File: src/dssp_pkg.sv
// Constants and carrier types for the dual-slope phase sequencer
package dssp_pkg;

  // ==========================================================
  // Timing counts
  localparam logic [1:0] PRE_LAST = 2'h3;
  localparam int PRESCALE = 4;
  localparam logic [11:0] INT_COUNTS = 12'h03E8;
  localparam logic [11:0] DE_MAX_COUNTS = 12'h07D0;
  localparam logic [11:0] CYCLE_COUNTS = 12'h0FA0;
  localparam logic [11:0] INT_LAST = INT_COUNTS - 12'h0001;
  localparam logic [11:0] DE_LAST = INT_COUNTS + DE_MAX_COUNTS - 12'h0001;
  localparam logic [11:0] CYCLE_LAST = CYCLE_COUNTS - 12'h0001;
  localparam logic [13:0] CYCLE_CLKS = 14'h3E80;
  localparam logic [9:0] BP_DIV = 10'h0320;
  localparam logic [8:0] BP_HALF_LAST = 9'((BP_DIV >> 1) - 10'h0001);

  // ==========================================================
  // Reset values and decade limit
  localparam logic [11:0] CNT_RST = 12'h000;
  localparam logic [3:0] DIGIT_RST = 4'h0;
  localparam logic [3:0] DIGIT_MAX = 4'h9;

  // ==========================================================
  // Types
  typedef enum logic [1:0] {
    PH_AZ = 2'b00,
    PH_INT = 2'b01,
    PH_DE = 2'b10
  } dssp_phase_t;

  typedef struct packed {
    logic input_short;
    logic az_loop;
    logic ref_charge;
    logic input_connect;
    logic low_to_common;
    logic ref_to_high;
    logic ref_negative;
  } dssp_switch_t;

  // Switches held in reset already show auto-zero, the phase the sequencer resets into
  localparam dssp_switch_t SW_RST = '{input_short: 1'b1, az_loop: 1'b1, ref_charge: 1'b1, default: 1'b0};

  typedef struct packed {
    logic minus;
    logic [1:0] thousands;
    logic [6:0] hundreds;
    logic [6:0] tens;
    logic [6:0] units;
  } dssp_seg_t;

endpackage

File: src/dssp_bcd_digit.sv
// One decade of the decimal conversion counter
module dssp_bcd_digit (
  input wire logic clk_i,
  input wire logic rst_n_i,
  input wire logic clr_i,
  input wire logic inc_i,
  output logic [3:0] val_o,
  output logic carry_o
);
  import dssp_pkg::*;

  logic [3:0] val_q;
  logic [3:0] val_d;

  // ==========================================================
  // Decade count
  always_comb begin
    val_d = val_q;
    carry_o = inc_i && (val_q == DIGIT_MAX);
    if (clr_i) begin
      val_d = DIGIT_RST;
    end else if (inc_i) begin
      val_d = (val_q == DIGIT_MAX) ? DIGIT_RST : val_q + 4'h1;
    end
  end

  always_ff @(posedge clk_i or negedge rst_n_i) begin
    if (!rst_n_i) begin
      val_q <= 4'h0;
    end else begin
      val_q <= val_d;
    end
  end

  assign val_o = val_q;
endmodule

File: src/dssp_top.sv
// Phase sequencer, decimal counter and LCD drive of a dual-slope converter
// Overview of operation
// - Count clock is the oscillator divided by four.
// - Signal integrate always lasts 1000 counts.
// - Every measurement cycle lasts 4000 counts, 16,000 oscillator periods.
// - Phases repeat in order: auto-zero, signal integrate, de-integrate.
// - Auto-zero shorts inputs to common, charges reference, closes offset loop.
// - Integrate opens offset loop, removes short, connects inputs to pins.
// - Comparator sampled at integrate end sets sign and reference polarity.
// - De-integrate ties low input to common, reference onto high input.
// - De-integrate counts until zero crossing; count is the reading.
// - Lamp test forces every segment on, minus sign included, showing -1888.
// - Lamp test holds segments at a constant level, no square wave.
// - De-integrate lasts 1 to 2000 counts; auto-zero takes the rest.
// - Backplane is oscillator over 800; on segments antiphase, off in phase.
module dssp_top (
  input wire logic clk_i,
  input wire logic rst_n_i,
  input wire logic comparator_i,
  input wire logic lamp_test_i,
  output dssp_pkg::dssp_switch_t switch_o,
  output logic reference_integrate_phase_o,
  output dssp_pkg::dssp_seg_t seg_o,
  output logic lcd_backplane_drive_o,
  output logic negative_o,
  output logic overrange_o
);
  import dssp_pkg::*;

  // ==========================================================
  // Input synchronisers
  logic comp_m_q, comp_s_q, lamp_m_q, lamp_s_q;

  always_ff @(posedge clk_i or negedge rst_n_i) begin
    if (!rst_n_i) begin
      comp_m_q <= 1'b0;
      comp_s_q <= 1'b0;
      lamp_m_q <= 1'b0;
      lamp_s_q <= 1'b0;
    end else begin
      comp_m_q <= comparator_i;
      comp_s_q <= comp_m_q;
      lamp_m_q <= lamp_test_i;
      lamp_s_q <= lamp_m_q;
    end
  end

  // ==========================================================
  // Sequencer
  logic [1:0] pre_q, pre_d;
  logic tick, crossing, de_end, ovr_hit, bcd_clr, bcd_inc;
  dssp_phase_t phase_q, phase_d;
  logic [11:0] cnt_q, cnt_d;
  logic pol_q, pol_d;
  always_comb begin
    pre_d = pre_q + 2'h1;
    tick = (pre_q == PRE_LAST);
    phase_d = phase_q;
    cnt_d = cnt_q;
    pol_d = pol_q;
    de_end = 1'b0;
    ovr_hit = 1'b0;
    bcd_clr = 1'b0;
    bcd_inc = 1'b0;
    crossing = (comp_s_q != pol_q);
    if (tick) begin
      cnt_d = (cnt_q == CYCLE_LAST) ? CNT_RST : cnt_q + 12'h001;
      case (phase_q)
        PH_AZ: begin
          if (cnt_q == CYCLE_LAST) begin
            phase_d = PH_INT;
          end
        end
        PH_INT: begin
          if (cnt_q == INT_LAST) begin
            phase_d = PH_DE;
            pol_d = comp_s_q;
            bcd_clr = 1'b1;
          end
        end
        PH_DE: begin
          if (crossing) begin
            phase_d = PH_AZ;
            de_end = 1'b1;
          end else if (cnt_q == DE_LAST) begin
            phase_d = PH_AZ;
            de_end = 1'b1;
            ovr_hit = 1'b1;
          end else begin
            bcd_inc = 1'b1;
          end
        end
        default: begin
          phase_d = PH_AZ;
        end
      endcase
    end
  end

  always_ff @(posedge clk_i or negedge rst_n_i) begin
    if (!rst_n_i) begin
      pre_q <= 2'h0;
      phase_q <= PH_AZ;
      cnt_q <= CNT_RST;
      pol_q <= 1'b0;
    end else begin
      pre_q <= pre_d;
      phase_q <= phase_d;
      cnt_q <= cnt_d;
      pol_q <= pol_d;
    end
  end

  // ==========================================================
  // Analog switch controls
  dssp_switch_t sw_q, sw_d;
  always_comb begin
    sw_d = '0;
    case (phase_d)
      PH_AZ: begin
        sw_d.input_short = 1'b1;
        sw_d.az_loop = 1'b1;
        sw_d.ref_charge = 1'b1;
      end
      PH_INT: begin
        sw_d.input_connect = 1'b1;
      end
      PH_DE: begin
        sw_d.low_to_common = 1'b1;
        sw_d.ref_to_high = 1'b1;
        sw_d.ref_negative = pol_d;
      end
      default: begin
        sw_d = '0;
      end
    endcase
  end

  always_ff @(posedge clk_i or negedge rst_n_i) begin
    if (!rst_n_i) begin
      sw_q <= SW_RST;
    end else begin
      sw_q <= sw_d;
    end
  end

  assign switch_o = sw_q;
  assign reference_integrate_phase_o = sw_q.ref_to_high;

  // ==========================================================
  // Decimal counter
  logic [3:0] digit [3];
  logic [3:0] carry;
  logic thou_q, thou_d;
  assign carry[0] = bcd_inc;
  for (genvar i = 0; i < 3; i++) begin : g_digit
    dssp_bcd_digit u_digit (
      .clk_i(clk_i),
      .rst_n_i(rst_n_i),
      .clr_i(bcd_clr),
      .inc_i(carry[i]),
      .val_o(digit[i]),
      .carry_o(carry[i + 1])
    );
  end

  always_comb begin
    thou_d = thou_q;
    if (bcd_clr) begin
      thou_d = 1'b0;
    end else if (carry[3]) begin
      thou_d = 1'b1;
    end
  end

  // ==========================================================
  // Display latch and LCD drive
  logic [11:0] shown_q, shown_d;
  logic shown_thou_q, shown_thou_d, neg_q, neg_d, ovr_q, ovr_d, bp_q, bp_d;
  logic [8:0] bp_cnt_q, bp_cnt_d;
  dssp_seg_t on_w, seg_q, seg_d;
  function automatic logic [6:0] seg7(input logic [3:0] v);
    case (v)
      4'h0: seg7 = 7'h3F;
      4'h1: seg7 = 7'h06;
      4'h2: seg7 = 7'h5B;
      4'h3: seg7 = 7'h4F;
      4'h4: seg7 = 7'h66;
      4'h5: seg7 = 7'h6D;
      4'h6: seg7 = 7'h7D;
      4'h7: seg7 = 7'h07;
      4'h8: seg7 = 7'h7F;
      4'h9: seg7 = 7'h6F;
      default: seg7 = 7'h00;
    endcase
  endfunction

  always_comb begin
    shown_d = shown_q;
    shown_thou_d = shown_thou_q;
    neg_d = neg_q;
    ovr_d = ovr_q;
    if (de_end) begin
      shown_d = {digit[2], digit[1], digit[0]};
      shown_thou_d = thou_q;
      neg_d = pol_q;
      ovr_d = ovr_hit;
    end
    bp_cnt_d = (bp_cnt_q == BP_HALF_LAST) ? 9'h000 : bp_cnt_q + 9'h001;
    bp_d = (bp_cnt_q == BP_HALF_LAST) ? !bp_q : bp_q;
    on_w.minus = neg_q;
    on_w.thousands = {2{shown_thou_q || ovr_q}};
    on_w.hundreds = ovr_q ? 7'h00 : seg7(shown_q[11:8]);
    on_w.tens = ovr_q ? 7'h00 : seg7(shown_q[7:4]);
    on_w.units = ovr_q ? 7'h00 : seg7(shown_q[3:0]);
    seg_d = lamp_s_q ? '1 : ({$bits(dssp_seg_t){bp_d}} ^ on_w);
  end

  always_ff @(posedge clk_i or negedge rst_n_i) begin
    if (!rst_n_i) begin
      thou_q <= 1'b0;
      shown_q <= 12'h000;
      shown_thou_q <= 1'b0;
      neg_q <= 1'b0;
      ovr_q <= 1'b0;
      bp_cnt_q <= 9'h000;
      bp_q <= 1'b0;
      seg_q <= '0;
    end else begin
      thou_q <= thou_d;
      shown_q <= shown_d;
      shown_thou_q <= shown_thou_d;
      neg_q <= neg_d;
      ovr_q <= ovr_d;
      bp_cnt_q <= bp_cnt_d;
      bp_q <= bp_d;
      seg_q <= seg_d;
    end
  end

  assign seg_o = seg_q;
  assign lcd_backplane_drive_o = bp_q;
  assign negative_o = neg_q;
  assign overrange_o = ovr_q;

  // ==========================================================
  // Assertions
  logic [13:0] clk_cnt_q;
  logic seen_q, enter_int;
  assign enter_int = tick && (phase_q == PH_AZ) && (cnt_q == CYCLE_LAST);
  always_ff @(posedge clk_i or negedge rst_n_i) begin
    if (!rst_n_i) begin
      clk_cnt_q <= 14'h0000;
      seen_q <= 1'b0;
    end else begin
      clk_cnt_q <= enter_int ? 14'h0000 : clk_cnt_q + 14'h0001;
      seen_q <= seen_q || enter_int;
    end
  end
endmodule

File: config.mk
export PLATFORM = sky130hd
export DESIGN_NAME = dssp_top
export DESIGN_NICKNAME = d
export VERILOG_FILES = /design/src/dssp_pkg.sv /design/src/dssp_bcd_digit.sv /design/src/dssp_top.sv
export SDC_FILE = /design/constraint.sdc
export NUM_CORES = 1
export LEC_CHECK = 0
export ABC_CLOCK_PERIOD_IN_PS = 4500
export BUFFER_PORTS_ARGS = -buffer_cell sky130_fd_sc_hd__buf_2
export CAP_MARGIN = 20
export CELL_PAD_IN_SITES_DETAIL_PLACEMENT = 0
export CELL_PAD_IN_SITES_GLOBAL_PLACEMENT = 2
export CORE_MARGIN = 2
export CORE_UTILIZATION = 32
export CTS_BUF_LIST = sky130_fd_sc_hd__clkbuf_4 sky130_fd_sc_hd__clkbuf_8
export DETAILED_ROUTE_END_ITERATION = 8
export GPL_ROUTABILITY_DRIVEN = 0
export PLACE_DENSITY_LB_ADDON = 0.1
export SLEW_MARGIN = 5
export SYNTH_ARGS = -nofsm -noshare
export SYNTH_HDL_FRONTEND = slang
export SYNTH_SLANG_ARGS = --single-unit
File: constraint.sdc
create_clock -name clk_i -period 4.5 [get_ports clk_i]
set_input_delay 0.225 -clock clk_i [delete_from_list [all_inputs] [get_ports clk_i]]
set_output_delay 0.225 -clock clk_i [all_outputs]
set_load 0.005 [all_outputs]
==> impl_metrics.ini <==
[clocking]
cts.sinks = 86
cts_resized = 0
ctsHtreeMaxLevel = 3
cts_tree = yes
cts_inserted_buffers = 9
clkTransAtPathRegs_ps = 80
cts_hold_buf = 3
cts_root_buffer = clkbuf_8
clock_path_buffers = 2
cts_setup_buffers = 0
clk_latency_ps = 360

[global_route]
grt_usage = 0.125
gr-total-overflow = 0
grt_first_pass_wirelength_um = 14300
first_global_vias = 2818
antenna_found_initial = 0
grt_max_degree = 58

[sta]
skew_ps = 6.88
setup_viol = 0
finalHoldViolCount = 0
max_freq_mhz = 392
worstMarginPinSlew_ps = 991
period_needed_ps = 2550
rsz0062_at_grt = false
tns_ps = 0
period_share = 0.567
drv_slew = 0
slew_headroom = 0.339

[pwr]
p_leak_uw = 0.00212
ir_drop_v = 0.0000998
p_per_area_nw_per_um2 = 274
power_switching_uw = 282
p_comb_frac = 0.021
fin_total_pwr_uw = 1340
seq_power_share = 0.583
clkPwrFrac = 0.396
p_int_uw = 1050
switching_share = 0.211

[synthesis]
synth.distinct_cells = 57
synth.largest_area_cell = dfrtp_1
yosys-top-cells-area = dfrtp_1 (49%), xnor2_1 (6.7%), ha_1 (4.3%)
netlist_area_um2 = 4340
synth_edf_count = 0
ys.flop_type = dfrtp_1
synth_common_cells = dfrtp_1 (85), nor2_1 (38), xnor2_1 (33)
yosysSeqAreaShare = 0.497
synthCells = 410
ys_ff_latch = 86
synth_most_common_cell = dfrtp_1
syn-num-nets = 429
async_reset_ff_frac = 1.00
avgSynthCellArea_um2 = 10.6
yosys_warnings = 0
synth_top_cell_area_share = 0.491

[drt]
drc = 0
antenna_left = 0
viasPerCell = 4.57
detail_route.wl_per_cell_um = 13.1
first_pass_iters = 7
vias = 2861
wl_um = 8230
drt-initial-drc-count = 145

[floorplan]
fp.dieH_um = 120
pin_count = 39
die_x_um = 120
start_util = 0.327
core_um2 = 13200
die_area_um2 = 14500
rows = 42

[finish]
fin_util = 0.369
drive_above_1_share = 0.160
areaGrowthSynthToFinish_pct = 12.7
nNetsFinal = 466
diodes = 0

[critical_path]
critPathKind = flip-flop to flip-flop
crit_fanout = 14
start_kind = flip-flop
crit_required_ps = 4750
regToRegSetupSlack_ps = 1950
worst_setup_path_end_kind = flip-flop
cp.arrival_ps = 2800

[hold_path]
min_path_type = input pin to asynchronous set/reset pin

[job]
cap_viol_max_count = 0

[placed_design]
io_buffers = 38
hpwl_um = 5790

[run_status]
status = finished, final reports clean
[worst max-delay path, cell delays in order, from the launching register on]
cell      delay (ps)
dfrtp_1          390
ha_1             270
and4bb_1         240
nand4_1          430
nand2_1          240
nand2_1          400
mux2_1           460
[final timing paths]
check,start,cells after the start,endpoint
min in group clk_i,comp_m_q,0,comp_s_q
min reg2reg,comp_m_q,0,comp_s_q
min,rst_n_i,2,bp_cnt_q[2]
max,cnt_q[0],6,shown_q[6]
max reg2reg,cnt_q[0],6,shown_q[6]
max in group asynchronous,rst_n_i,3,cnt_q[3]
[routing by layer]
metal	track usage	up-vias	part of all wire	wire, um
li1	-	1451	-	-
met1	0.173	1344	0.53	4360
met2	0.186	54	0.41	3410
met3	0.0259	12	0.035	288
met4	0.0610	0	0.021	173
met5	0	-	0	0
[power by group through the flow]
stage / Sequential [uW] / Combinational, uW / Clock, uW
6_report: 779 / 27.4 / 530
5_1_grt: 780 / 31.7 / 583
4_1_cts: 779 / 29.3 / 559
3_5_place_dp: 795 / 27.3 / 0
3_3_place_gp: 795 / 27.2 / 0
2_1_floorplan: 794 / 7.26 / 0
[state kept, by name, indices dropped and copies added, names as in the netlist]
register / flops
cnt_q: 12
seg_o: 23
comp_m_q: 1
negative_o: 1
bp_cnt_q: 9
overrange_o: 1
shown_thou_q: 1
phase_q: 2
lamp_s_q: 1
lcd_backplane_drive_o: 1
g_digit.u_digit.val_o: 12
thou_q: 1
switch_o: 4
lamp_m_q: 1
shown_q: 12
comp_s_q: 1
pre_q: 2
pol_q: 1
[cell usage in the layout (no fill, tap or decap), types with 4 or more instances in the layout]
cell      count
o31ai_1       6
buf_2        37
o21ai_0      17
mux2_1        9
dfrtp_1      85
nor2_1       38
nand2_1      21
nand3_1      13
xnor2_1      33
o21a_1        4
clkbuf_8      9
xor2_1       10
and3_1        6
or3_1         4
nand2b_1     27
mux2i_1       5
a21oi_1      12
nor2b_1      16
mux2_2        6
ha_1         15
nand4_1       8
inv_1        16
[logic make-up (layout without fill, tap and decap cells)]
group / Yosys count / count (layout) / share of synthesized area
adders and majority gates: 15 / 15 / 0.0433
and+or+nand+nor: 156 / 156 / 0.201
buffers and inverters: 34 / 74 / 0.0381
muxes: 20 / 20 / 0.0505
AOI/OAI and AO/OA: 55 / 55 / 0.0794
DFF: 86 / 86 / 0.497
xor gates and xnor gates: 44 / 44 / 0.0906
[final cells by class]
class                      count  area, um^2
timing repair buffer          43         238
tap                          176         220
clock inverter                 2        35.0
fill                        1395        8360
inverter                      17        63.8
clock buffer                  12         146
multi-input combinational    290        2030
sequential                    86        2150
[per-stage QoR]
stage          hold slack (ps)  std cells  area, um^2  setup WS, ps
6_report                   305        626        4880          1950
5_1_grt                    317        626        4880          1640
3_3_place_gp               159        609        4670          2030
2_1_floorplan            -70.6        410        4340          2630
3_5_place_dp               160        609        4670          1930
4_1_cts                    291        626        4880          1920
Power figures use the tool's default switching activity.
